[src/rtl/tsm_pkg.sv]
package tsm_pkg;
   // ----------------------------------------
   // Register map
   // ----------------------------------------
   localparam logic [7:0] TSM_OFS_CTRL = 8'h00;
   localparam logic [7:0] TSM_OFS_TXCFG = 8'h04;
   localparam logic [7:0] TSM_OFS_LEDCFG = 8'h08;
   localparam logic [7:0] TSM_OFS_STATUS = 8'h0C;
   // Control register bit positions
   localparam int TSM_BIT_SPEED100 = 0;
   localparam int TSM_BIT_BYPASS = 1;
   localparam int TSM_BIT_TXDIS = 2;
   localparam int TSM_BIT_TXPD = 3;
   localparam int TSM_BIT_STP = 4;
   // Transmit config fields
   localparam int TSM_POS_GAIN = 0;
   localparam int TSM_POS_EDGE = 4;
   // Reset values
   localparam logic [4:0] TSM_RST_CTRL = 5'h01;
   localparam logic [3:0] TSM_RST_GAIN = 4'h8;
   localparam logic [1:0] TSM_RST_EDGE = 2'h1;
   localparam logic [5:0] TSM_RST_LEDSEL = 6'h00;
   localparam logic [10:0] TSM_RST_SEED = 11'h7FF;
   // Timing
   localparam int TSM_CLK_MHZ = 100;
   localparam int TSM_SYM_DIV = 4;
   localparam int TSM_IDLE_RUN = 25;
   localparam int TSM_SYNC_RUN = 60;
   localparam int TSM_LOCK_WIN_US = 1000;
   localparam int TSM_LED_MS = 100;
   localparam int TSM_LOCK_WIN_CYC = TSM_LOCK_WIN_US * TSM_CLK_MHZ;
   localparam int TSM_LED_CYC = TSM_LED_MS * 1000 * TSM_CLK_MHZ;
   // MLT-3 levels
   localparam logic [1:0] TSM_LVL_ZERO = 2'h0;
   localparam logic [1:0] TSM_LVL_POS = 2'h1;
   localparam logic [1:0] TSM_LVL_NEG = 2'h2;
   // Descrambler lock state
   typedef enum logic [1:0] {
      TSM_ST_HUNT = 2'b01,
      TSM_ST_LOCK = 2'b10
   } tsm_lock_e;
endpackage

[src/rtl/tsm_line_path.sv]
// The AHB-Lite slave port and the placing of the registers were decided locally.
`timescale 1ns/1ps
// Summary of operation
// Scramble 5B stream at 100 Mbps
// No scrambling or descrambling at 10
// Bypass bit passes transmit symbols unchanged
// Bypass bit passes receive data undescrambled
// Descramble and align to 5B boundaries
// Need 25 idle ones per 1 ms
// Missed window drops lock, restarts acquisition
// Loss-of-lock status set while unsynchronized
// MLT-3: one steps level, zero holds
// Four-bit gain code, 0000 highest gain
// Two-bit edge-rate adjust field
// Cable type bit selects 150 ohm mode
// Activity LEDs low 100 ms per packet
// Transmit disable forces idle, loopback off
// Powerdown tristates line, rest runs
// At 10 Mbps, idle line only pulses
// Decode MLT-3 comparators to bit stream
// 10 Mbps squelch gates zero-crossing data
// x^11+x^9+1 key, seeded from idle
// Config applies on next bit
module tsm_line_path
   import tsm_pkg::*;
#(
   parameter int LOCK_WIN_CYC = TSM_LOCK_WIN_CYC,
   parameter int LED_CYC = TSM_LED_CYC
)
(
   input wire logic hclk,
   input wire logic hresetn,
   input wire logic hsel,
   input wire logic [31:0] haddr,
   input wire logic [1:0] htrans,
   input wire logic hwrite,
   input wire logic [2:0] hsize,
   input wire logic [31:0] hwdata,
   input wire logic hready,
   output logic [31:0] hrdata,
   output logic hreadyout,
   output logic hresp,
   input wire logic tx_bit,
   input wire logic tx_pkt_start,
   input wire logic tx_link_pulse,
   input wire logic rx_cmp_pos,
   input wire logic rx_cmp_neg,
   input wire logic rx_squelch_ok,
   input wire logic rx_zero_cross,
   output logic [1:0] tx_mlt3_level,
   output logic tx_line_oe,
   output logic [3:0] tx_gain_code,
   output logic [1:0] tx_edge_adj,
   output logic tx_stp_mode,
   output logic tx_loopback_en,
   output logic [4:0] rx_symbol,
   output logic rx_symbol_valid,
   output logic rx_bit10,
   output logic rx_lock_lost,
   output logic [5:0] programmable_led_outputs
);
   // ----------------------------------------
   // Pin synchronisers
   // ----------------------------------------
   logic [4:0] pin_s1;
   logic [4:0] pin_s2;
   always_ff @(posedge hclk or negedge hresetn)
   begin
      if (!hresetn)
      begin
         pin_s1 <= 5'h00;
         pin_s2 <= 5'h00;
      end
      else
      begin
         pin_s1 <= {rx_cmp_pos, rx_cmp_neg, rx_squelch_ok, rx_zero_cross, tx_pkt_start};
         pin_s2 <= pin_s1;
      end
   end
   logic cmp_pos, cmp_neg, sq_ok, zc, pkt_start;
   assign {cmp_pos, cmp_neg, sq_ok, zc, pkt_start} = pin_s2;

   // ----------------------------------------
   // Bus slave
   // ----------------------------------------
   logic [4:0] ctrl;
   logic [3:0] gain;
   logic [1:0] edge_adj;
   logic [5:0] led_sel;
   logic wr_pend;
   logic [7:0] wr_addr;
   logic lock_lost;
   wire addr_ok = hsel && hready && htrans[1];
   always_ff @(posedge hclk or negedge hresetn)
   begin
      if (!hresetn)
      begin
         wr_pend <= 1'b0;
         wr_addr <= 8'h00;
         hreadyout <= 1'b1;
         hresp <= 1'b0;
      end
      else
      begin
         wr_pend <= addr_ok && hwrite;
         wr_addr <= haddr[7:0];
         hreadyout <= 1'b1;
         hresp <= 1'b0;
      end
   end
   always_ff @(posedge hclk or negedge hresetn)
   begin
      if (!hresetn)
      begin
         ctrl <= TSM_RST_CTRL;
         gain <= TSM_RST_GAIN;
         edge_adj <= TSM_RST_EDGE;
         led_sel <= TSM_RST_LEDSEL;
      end
      else if (wr_pend)
      begin
         if (wr_addr == TSM_OFS_CTRL)
            ctrl <= hwdata[4:0];
         if (wr_addr == TSM_OFS_TXCFG)
         begin
            gain <= hwdata[TSM_POS_GAIN +: 4];
            edge_adj <= hwdata[TSM_POS_EDGE +: 2];
         end
         if (wr_addr == TSM_OFS_LEDCFG)
            led_sel <= hwdata[5:0];
      end
   end
   always_ff @(posedge hclk or negedge hresetn)
   begin
      if (!hresetn)
         hrdata <= 32'h0000_0000;
      else if (addr_ok && !hwrite)
      begin
         unique case (haddr[7:0])
            TSM_OFS_CTRL: hrdata <= {27'h0, ctrl};
            TSM_OFS_TXCFG: hrdata <= {26'h0, edge_adj, gain};
            TSM_OFS_LEDCFG: hrdata <= {26'h0, led_sel};
            TSM_OFS_STATUS: hrdata <= {31'h0, lock_lost};
            default: hrdata <= 32'h0000_0000;
         endcase
      end
   end

   // ----------------------------------------
   // Symbol bit-rate enable
   // ----------------------------------------
   logic [1:0] div_cnt;
   logic bit_en;
   always_ff @(posedge hclk or negedge hresetn)
   begin
      if (!hresetn)
      begin
         div_cnt <= 2'h0;
         bit_en <= 1'b0;
      end
      else
      begin
         div_cnt <= (div_cnt == 2'(TSM_SYM_DIV - 1)) ? 2'h0 : div_cnt + 2'h1;
         bit_en <= (div_cnt == 2'(TSM_SYM_DIV - 1));
      end
   end

   // Config sampled per bit
   logic spd100, bypass, txdis, txpd;
   always_ff @(posedge hclk or negedge hresetn)
   begin
      if (!hresetn)
      begin
         spd100 <= TSM_RST_CTRL[TSM_BIT_SPEED100];
         bypass <= 1'b0;
         txdis <= 1'b0;
         txpd <= 1'b0;
         tx_gain_code <= TSM_RST_GAIN;
         tx_edge_adj <= TSM_RST_EDGE;
         tx_stp_mode <= 1'b0;
         tx_loopback_en <= 1'b1;
      end
      else if (bit_en)
      begin
         spd100 <= ctrl[TSM_BIT_SPEED100];
         bypass <= ctrl[TSM_BIT_BYPASS];
         txdis <= ctrl[TSM_BIT_TXDIS];
         txpd <= ctrl[TSM_BIT_TXPD];
         tx_gain_code <= gain;
         tx_edge_adj <= edge_adj;
         tx_stp_mode <= ctrl[TSM_BIT_STP];
         tx_loopback_en <= !ctrl[TSM_BIT_TXDIS];
      end
   end

   // ----------------------------------------
   // Transmit scrambler and MLT-3
   // ----------------------------------------
   logic [10:0] tx_key;
   logic [1:0] mlt_lvl;
   logic mlt_up;
   wire tx_key_bit = tx_key[10] ^ tx_key[8];
   logic tx_nrz;
   always_comb
   begin
      if (!spd100)
         tx_nrz = tx_link_pulse;
      else if (bypass)
         tx_nrz = tx_bit;
      else
         tx_nrz = tx_bit ^ tx_key_bit;
   end
   always_ff @(posedge hclk or negedge hresetn)
   begin
      if (!hresetn)
         tx_key <= TSM_RST_SEED;
      else if (bit_en && spd100)
         tx_key <= {tx_key[9:0], tx_key_bit};
   end
   always_ff @(posedge hclk or negedge hresetn)
   begin
      if (!hresetn)
      begin
         mlt_lvl <= TSM_LVL_ZERO;
         mlt_up <= 1'b1;
      end
      else if (bit_en && !txdis && tx_nrz)
      begin
         unique case (mlt_lvl)
            TSM_LVL_ZERO: mlt_lvl <= mlt_up ? TSM_LVL_POS : TSM_LVL_NEG;
            TSM_LVL_POS: mlt_lvl <= TSM_LVL_ZERO;
            default: mlt_lvl <= TSM_LVL_ZERO;
         endcase
         if (mlt_lvl != TSM_LVL_ZERO)
            mlt_up <= (mlt_lvl == TSM_LVL_NEG);
      end
      else if (bit_en && txdis)
         mlt_lvl <= TSM_LVL_ZERO;
   end
   always_ff @(posedge hclk or negedge hresetn)
   begin
      if (!hresetn)
      begin
         tx_mlt3_level <= TSM_LVL_ZERO;
         tx_line_oe <= 1'b0;
      end
      else
      begin
         tx_mlt3_level <= mlt_lvl;
         tx_line_oe <= !txpd;
      end
   end

   // ----------------------------------------
   // Receive MLT-3 decode and descrambler
   // ----------------------------------------
   logic [1:0] rx_prev;
   wire [1:0] rx_lvl = cmp_pos ? TSM_LVL_POS : (cmp_neg ? TSM_LVL_NEG : TSM_LVL_ZERO);
   wire rx_nrz = (rx_lvl != rx_prev);
   logic [10:0] rx_key;
   wire rx_key_bit = rx_key[10] ^ rx_key[8];
   tsm_lock_e lock_st;
   logic [5:0] run;
   logic [16:0] win;
   logic win_ok;
   logic [2:0] bitpos;
   logic [4:0] sh;
   wire descr = (lock_st == TSM_ST_LOCK) ? (rx_nrz ^ rx_key_bit) : 1'b1;
   wire rx_out = bypass ? rx_nrz : descr;
   always_ff @(posedge hclk or negedge hresetn)
   begin
      if (!hresetn)
      begin
         rx_prev <= TSM_LVL_ZERO;
         rx_key <= TSM_RST_SEED;
         lock_st <= TSM_ST_HUNT;
         run <= 6'h00;
         win <= 17'h0;
         win_ok <= 1'b0;
      end
      else if (bit_en && spd100 && !bypass)
      begin
         rx_prev <= rx_lvl;
         unique case (lock_st)
            TSM_ST_HUNT:
            begin
               rx_key <= {rx_key[9:0], ~rx_nrz};
               run <= ((rx_nrz ^ rx_key_bit) == 1'b1) ? run + 6'h1 : 6'h00;
               if (run == 6'(TSM_SYNC_RUN))
               begin
                  lock_st <= TSM_ST_LOCK;
                  run <= 6'h00;
                  win <= 17'h0;
                  win_ok <= 1'b0;
               end
            end
            TSM_ST_LOCK:
            begin
               rx_key <= {rx_key[9:0], rx_key_bit};
               run <= descr ? run + 6'h1 : 6'h00;
               if (descr && run >= 6'(TSM_IDLE_RUN - 1))
                  win_ok <= 1'b1;
               win <= win + 17'h4;
               if (win >= 17'(LOCK_WIN_CYC - 4))
               begin
                  win <= 17'h0;
                  win_ok <= 1'b0;
                  if (!win_ok)
                  begin
                     lock_st <= TSM_ST_HUNT;
                     run <= 6'h00;
                  end
               end
            end
         endcase
      end
      else if (bit_en)
         rx_prev <= rx_lvl;
   end
   always_ff @(posedge hclk or negedge hresetn)
   begin
      if (!hresetn)
         lock_lost <= 1'b1;
      else
         lock_lost <= (lock_st != TSM_ST_LOCK);
   end
   // Word alignment: idle words stream, idle-to-J edge realigns framing
   always_ff @(posedge hclk or negedge hresetn)
   begin
      if (!hresetn)
      begin
         sh <= 5'h1F;
         bitpos <= 3'h0;
         rx_symbol <= 5'h1F;
         rx_symbol_valid <= 1'b0;
      end
      else
      begin
         rx_symbol_valid <= 1'b0;
         if (bit_en && spd100 && (bypass || lock_st == TSM_ST_LOCK))
         begin
            sh <= {sh[3:0], rx_out};
            if (bitpos == 3'h4 || {sh, rx_out} == 6'h38)
            begin
               bitpos <= 3'h0;
               rx_symbol <= {sh[3:0], rx_out};
               rx_symbol_valid <= 1'b1;
            end
            else
               bitpos <= bitpos + 3'h1;
         end
      end
   end
   always_ff @(posedge hclk or negedge hresetn)
   begin
      if (!hresetn)
         rx_bit10 <= 1'b0;
      else
         rx_bit10 <= !spd100 && sq_ok && zc;
   end
   assign rx_lock_lost = lock_lost;

   // ----------------------------------------
   // Activity LEDs
   // ----------------------------------------
   logic [31:0] led_cnt;
   always_ff @(posedge hclk or negedge hresetn)
   begin
      if (!hresetn)
      begin
         led_cnt <= 32'h0;
         programmable_led_outputs <= 6'h3F;
      end
      else
      begin
         if (pkt_start)
            led_cnt <= 32'(LED_CYC);
         else if (led_cnt != 32'h0)
            led_cnt <= led_cnt - 32'h1;
         programmable_led_outputs <= (led_cnt != 32'h0 || pkt_start) ? ~led_sel : 6'h3F;
      end
   end
endmodule

[config.mk]
export PLATFORM = sky130hd
export DESIGN_NAME = tsm_line_path
export DESIGN_NICKNAME = d
export VERILOG_FILES = /design/src/rtl/tsm_pkg.sv /design/src/rtl/tsm_line_path.sv
export SDC_FILE = /design/constraint.sdc
export NUM_CORES = 1
export LEC_CHECK = 0
export BUFFER_PORTS_ARGS = -buffer_cell sky130_fd_sc_hd__buf_4
export CORE_MARGIN = 2
export CORE_UTILIZATION = 35
export CTS_CLUSTER_SIZE = 10
export DETAILED_ROUTE_END_ITERATION = 8
export GPL_ROUTABILITY_DRIVEN = 0
export HOLD_SLACK_MARGIN = 0.06
export PLACE_DENSITY = 0.57
export SYNTH_ARGS = -nofsm -noshare
export SYNTH_HDL_FRONTEND = slang
export SYNTH_SLANG_ARGS = --single-unit
[constraint.sdc]
create_clock -name hclk -period 2.5 [get_ports hclk]
set_input_delay 0.125 -clock hclk [delete_from_list [all_inputs] [get_ports hclk]]
set_output_delay 0.125 -clock hclk [all_outputs]
set_load 0.05 [all_outputs]
Yosys cells after proc, flatten, opt, wreduce, memory -nomap -nowiden. Cells that the tools add are included.

Register bits: 193. Bits of input ports: 81. Output and inout bits: 59. Word-level logic and storage cells: 145.

Add/subtract/negate cells: 5. Order comparisons: 2. Equal/unequal tests: 18. Muxes and demuxes: 38. Bitwise gates (word level): 6. Reductions and logical operators: 38.

Operators by type and width (number): 32-bit two-way mux (2); 6-bit two-way mux (6); 17-bit two-way mux (2); 17-bit one-hot mux with 2 select lines (1); 32-bit nonzero test (1); 32-bit by 1-bit subtractor with 32-bit output (second input constant) (1); 8-bit by 4-bit == test with 1-bit output (second input constant) (3); 2-bit two-way mux (12); 6-bit one-hot mux with 4 select lines (1); 11-bit one-hot mux with 2 select lines (1); 17-bit by 3-bit adder with 17-bit output (second input constant) (1); 17-bit >= comparator (second input constant) (1); 8-bit by 3-bit == test with 1-bit output (second input constant) (2); 8-bit logical NOT (2); 1-bit logical AND (13); 6-bit == test (second input constant) (2); 6-bit one-hot mux with 2 select lines (1); 2-bit AND reduction (6); 1-bit two-way mux (9); 2-bit != test (second input constant) (4); 2-bit nonzero test (4); 6-bit by 1-bit adder with 6-bit output (second input constant) (1); 2-bit == test (second input constant) (3); 6-bit by 5-bit >= comparator with 1-bit output (second input constant) (1); other kinds (17) (27).

Longest topological paths before layout.
Depth in word-level cells: 10. Mapped depth: 9.

Worst setup path before layout. Ideal clock, no wire load.

Path type: flip-flop to flip-flop. Start point: reg led_cnt[20]. End point: reg led_cnt[2]. Library setup time: 0.132 ns. Arrival time: 2.148 ns. Required time: 2.368 ns. Path slack: 0.220 ns. Stages on the path, launching flop included: 8. Buffers on the path: 1. Clock period less this slack: 2.280 ns. Cell sequence: dfrtp_1 or3_4 or4_4 or4_1 buf_2 nor2b_1 mux2i_1 nor2_1.

Cells in the longest elaborated chain, start to end: 2.

Ends and longest elaborated chain: from (decl) (line tsm_line_path.sv:366) `logic [31:0] led_cnt;`; from (signal assigned) (line tsm_line_path.sv:377) `led_cnt <= 32'(LED_CYC);`; from (signal assigned) (line tsm_line_path.sv:379) `led_cnt <= led_cnt - 32'h1;`; 32-bit nonzero test (line tsm_line_path.sv:378) `else if (led_cnt != 32'h0)`; 2-bit nonzero test (no line).

Every way passes these cells. A chain may end at the register's enable or synchronous reset.

Worst setup path in the final report.
Start point: reg led_cnt[20]. End point: reg led_cnt[9].

Same word-level chain as after synthesis.

==> results summary <==
Before antenna repair, the detailed router went through 4 iterations. The clock tree root driver cell is clkbuf_16. The maximum vdd ir drop is 0.470 mV. Of all nets on the critical path, the largest fanout is 6.

The synthesized area divided by synthesized cell count came out at 11.1 um2. Cells with a size suffix above 1 make up 28.4% of the layout. The transition time at the pin with the least slew margin is 0.687 ns. Entering global routing, the biggest net connects 65 pins. The number of vias per cell came out at 4.81.

The fraction of power spent switching nets came out at 24.9%. The total routing usage reported by global routing came out at 13.8%. The worst register-to-register path ends at led_cnt[9]. The total grt overflow is 0. The Yosys warning count is 0. Counting every sink on the clock net gives 165. The number of cells traversed by the worst hold path is 3. The tool flagged a number of max-cap violations equal to 0.

The clock transition at the registers of the reported paths came out at 0.06 ns. The count of pins over their slew limit is 0. After detailed routing, the total wire length is 14400 um. The path with the worst hold slack has its endpoint at hrdata[5].

The routed wirelength normalized by instance count came out at 13.8 um. The async set or reset register ratio after synthesis came out at 100%. The part of the total power dissipated in combinational logic came out at 9.8%. The maximum root-to-sink buffer count is 2. The static power due to leakage is 3.94 nW.

The global-route wire length before repair is 24300 um. For the worst flop-to-flop path, the logic depth is 7. The port buffer count is 57. After floorplanning, the core was divided into 52 placement rows. In this run the power density over the cells is 706 nW/um2. The core region area came out at 20300 um2. After layout, the worst path uses 93.9% of the clock period. The cell-internal power is 0.00473 W.

In this run the critical register-to-register path is launched from led_cnt[20]. The horizontal die dimension came out at 148 um. The critical path endpoint category is a register. The floorplan step set the die height to 148 um.

Once routing completed, OpenROAD measured the worst setup slack at 0.152 ns. The number of vias in the routed layout came out at 4992. The number of buffers inserted during clock tree synthesis came out at 17.

Across all register-to-register paths, the minimum setup slack is 0.15 ns. The worst hold path class is in2reg. In the final design database the tool counted 843 nets. The total negative setup slack is 0 ns.

The overall power after layout came out at 0.00629 W. The sequential power share came out at 45.6%. Per report_power, the clock group accounts for 44.5% of the total. The HPWL after detailed placement came out at 9940 um. The number of antenna violations at the first check in global routing came to 0.

The total of endpoints with negative setup slack in the final report came out at 0. The share of Yosys cell area claimed by the top area cell type is 40.3%. The clock latency on the worst-skew pair came out at 0.43 ns. The die footprint is 21900 um2. The detail route stage leaves a number of antenna-violating nets equal to 0. TritonCTS built the clock tree. The clock period could shrink to 2.35 ns. The upper clock frequency limit is 426 MHz.

Relative to the synthesized area, the layout overhead comes to 22.7%. STA classifies the critical path startpoint as a register. The post-layout instance count excluding filler cells is 1038. Synthesis inferred 165 register bits. For the final database, setup skew stands at 0.0113 ns. The final hold violation count is 0.

The register area share after synthesis came out at 57.7%. In this run, the number of DRC markers left after iteration 0 of detailed routing was 240. The initial core utilization is 35.8%.

Prior to clock tree synthesis, the placed netlist has a worst setup slack of 0.0475 ns. The count of placed standard cells including taps came out at 984. Counting every instance in the synthesized netlist gives 653. The setup path with the least slack is of type reg2reg.

Measured against its own limit, the worst slew margin works out to 54.0%. The number of distinct library cells after synthesis is 63. The number of global-route vias before repair came to 5136.

The number of enable flip-flop cells after synthesis is 0. For this run, design rule violations remaining after detail routing come to 0. The source of the worst hold timing path is hwrite.

The flow ran to the end, and the final reports show no timing, DRC or antenna violations. By area the synthesized netlist is led by dfrtp_1 40%, dfstp_2 17%, mux2_2 6.8%. Pin placement for this block handled 140 I/O pins. The analysis attributes to net switching a power of 0.00157 W.

The final antenna diode count came out at 0. For the worst setup path, the data required time is 2.79 ns. The H-tree depth reported by CTS came out at 4. The total of fill cells in the finished design is 1891. dfrtp_1 takes more of the synthesized area than any other cell. The post-synthesis instance area came out at 7270 um2. The data arrival time of the critical path came out at 2.64 ns.

Setup repair after global routing left no endpoint under its margin. In the synthesized netlist the dominant register cell turns out to be dfrtp_1.
## worst max-delay path, stage by stage (launching register included)
cell and delay [ns]:
dfrtp_1 0.40, or3_4 0.42, or4_4 0.49, o41ai_4 0.39, buf_4 0.22, nor4_1 0.06, xnor2_1 0.17, nand2_1 0.07
## through the flow
stage                     hold WS (ns)  cell area [um2]  util (%)
after floorplan                 -0.171             7360         -
after detailed placement         0.122             8050      39.6
after global placement           0.107             8050      39.6
after global routing             0.234             8920      43.9
final                            0.172             8920      43.9
after CTS                        0.152             8910      43.9
## final cells by class
class / count / area, um2 / area share [%]
clock buffer: 19 / 443 / 4.97
clock inverter: 13 / 196 / 2.20
inverter: 14 / 52.6 / 0.589
multi-input combinational: 456 / 2860 / 32.0
sequential: 165 / 4190 / 47.0
tap: 270 / 338 / 3.79
timing repair buffer: 101 / 842 / 9.44
## metal layers
layer  vias to the layer above  part of all wire [%]  GRT usage (%)  routed length [um]
met5                         -                     0              0                   0
met1                      2464                    45           17.0                6400
met2                       109                    49           23.1                7090
met4                         0                   1.8           5.29                 263
met3                        21                   4.3           3.74                 616
li1                       2398                     -              -                   -
## cells in the mapped netlist (all sizes together), types with 2 or more instances
| library cell | count |
|---|---|
| or4 | 7 |
| inv | 14 |
| ha | 7 |
| or2 | 3 |
| xor2 | 14 |
| or3 | 8 |
| mux2 | 44 |
| nor3 | 14 |
| a21oi | 16 |
| nor4b | 2 |
| nor2 | 62 |
| a31oi | 3 |
| xnor2 | 24 |
| nand2 | 100 |
| nor4 | 13 |
| and3 | 3 |
| a32o | 2 |
| nand4b | 4 |
| mux2i | 6 |
| nor2b | 4 |
| nand3b | 3 |
| nand3 | 12 |
| o2bb2ai | 2 |
| dfrtp | 117 |
| dfstp | 48 |
| clkbuf | 12 |
| nand2b | 4 |
| and2 | 2 |
| and4 | 3 |
| o21ai | 32 |
| o31ai | 4 |
| nand4 | 3 |
| a21o | 3 |
| o311ai | 5 |
| conb | 2 |
| o211ai | 3 |
| buf | 32 |
## sequential cells by signal, indices dropped and copies added (netlist names), 3 cells and up
signal / count
run: 6
led_cnt: 32
ctrl: 5
rx_key: 11
tx_key: 11
led_sel: 6
win: 15
pin_s1: 5
wr_addr: 8
bitpos: 3
sh: 5
gain: 4
pin_s2: 5
tx_gain_code: 4
rx_symbol: 5
programmable_led_outputs: 6
hrdata: 6
## cells by family (layout without fill, tap and decap cells)
| kind of cell | after synthesis | after routing | share of synthesized area (%) |
|---|---|---|---|
| AOI/OAI and AO/OA | 80 | 80 | 7.41 |
| xor gates and xnor gates | 38 | 38 | 4.58 |
| adders and majority gates | 7 | 7 | 1.21 |
| buffers and inverters | 58 | 147 | 4.51 |
| DFF | 165 | 165 | 57.7 |
| muxes | 51 | 51 | 7.96 |
| other | 2 | 28 | 0.103 |
| and+or+nand+nor | 252 | 252 | 16.6 |
## worst max path at each step
stage                      from         end  slack (ns)  cells after the start
finish              led_cnt[20]  led_cnt[9]        0.15                      7
global route             win[2]      run[5]        0.02                      7
CTS                 led_cnt[20]  led_cnt[2]        0.03                      6
detailed placement  led_cnt[20]  led_cnt[2]        0.05                      6
global placement    led_cnt[20]  led_cnt[3]        0.12                      6
floorplan           led_cnt[20]  led_cnt[2]        0.22                      7
## layout by cell type (no fill, tap or decap), types with 4 or more instances in the layout
cell           netlist  routed
bufinv_16            0       4
buf_4               29      76
dfstp_2             48      48
o21ai_0             31      30
a21oi_1             15      15
nor2b_1              4       4
inv_1               13      13
nand3_1             12      12
clkbuf_16            0      17
or4_1                6       5
ha_1                 7       7
nor3_1              14      14
xor2_1              14      14
xnor2_1             24      24
or3_1                7       7
mux2_2              44      44
nand2_1             99      99
nand4b_1             4       4
o311ai_0             5       4
dlygate4sd3_1        0      22
mux2i_1              6       6
nor2_1              62      62
dfrtp_1            117     117
conb_1               2      28
nor4_1              13      13
## power groups by stage
stage                     clock network [W]  logic (W)  registers, W
after global routing                0.00300   0.000675       0.00288
after detailed placement                  0   0.000598       0.00292
after CTS                           0.00289   0.000626       0.00287
final                               0.00280   0.000619       0.00287
after global placement                    0   0.000585       0.00291
after floorplan                           0   0.000327       0.00298
## what timing repair did
item                                    in CTS  in global routing
endpoints found under the hold margin       87                  0
hold buffers                                22                  0
resized for setup                            0                  4
endpoints found under the setup margin       0                 18
setup buffers                                0                  0
(Power assumes the default switching activity.)
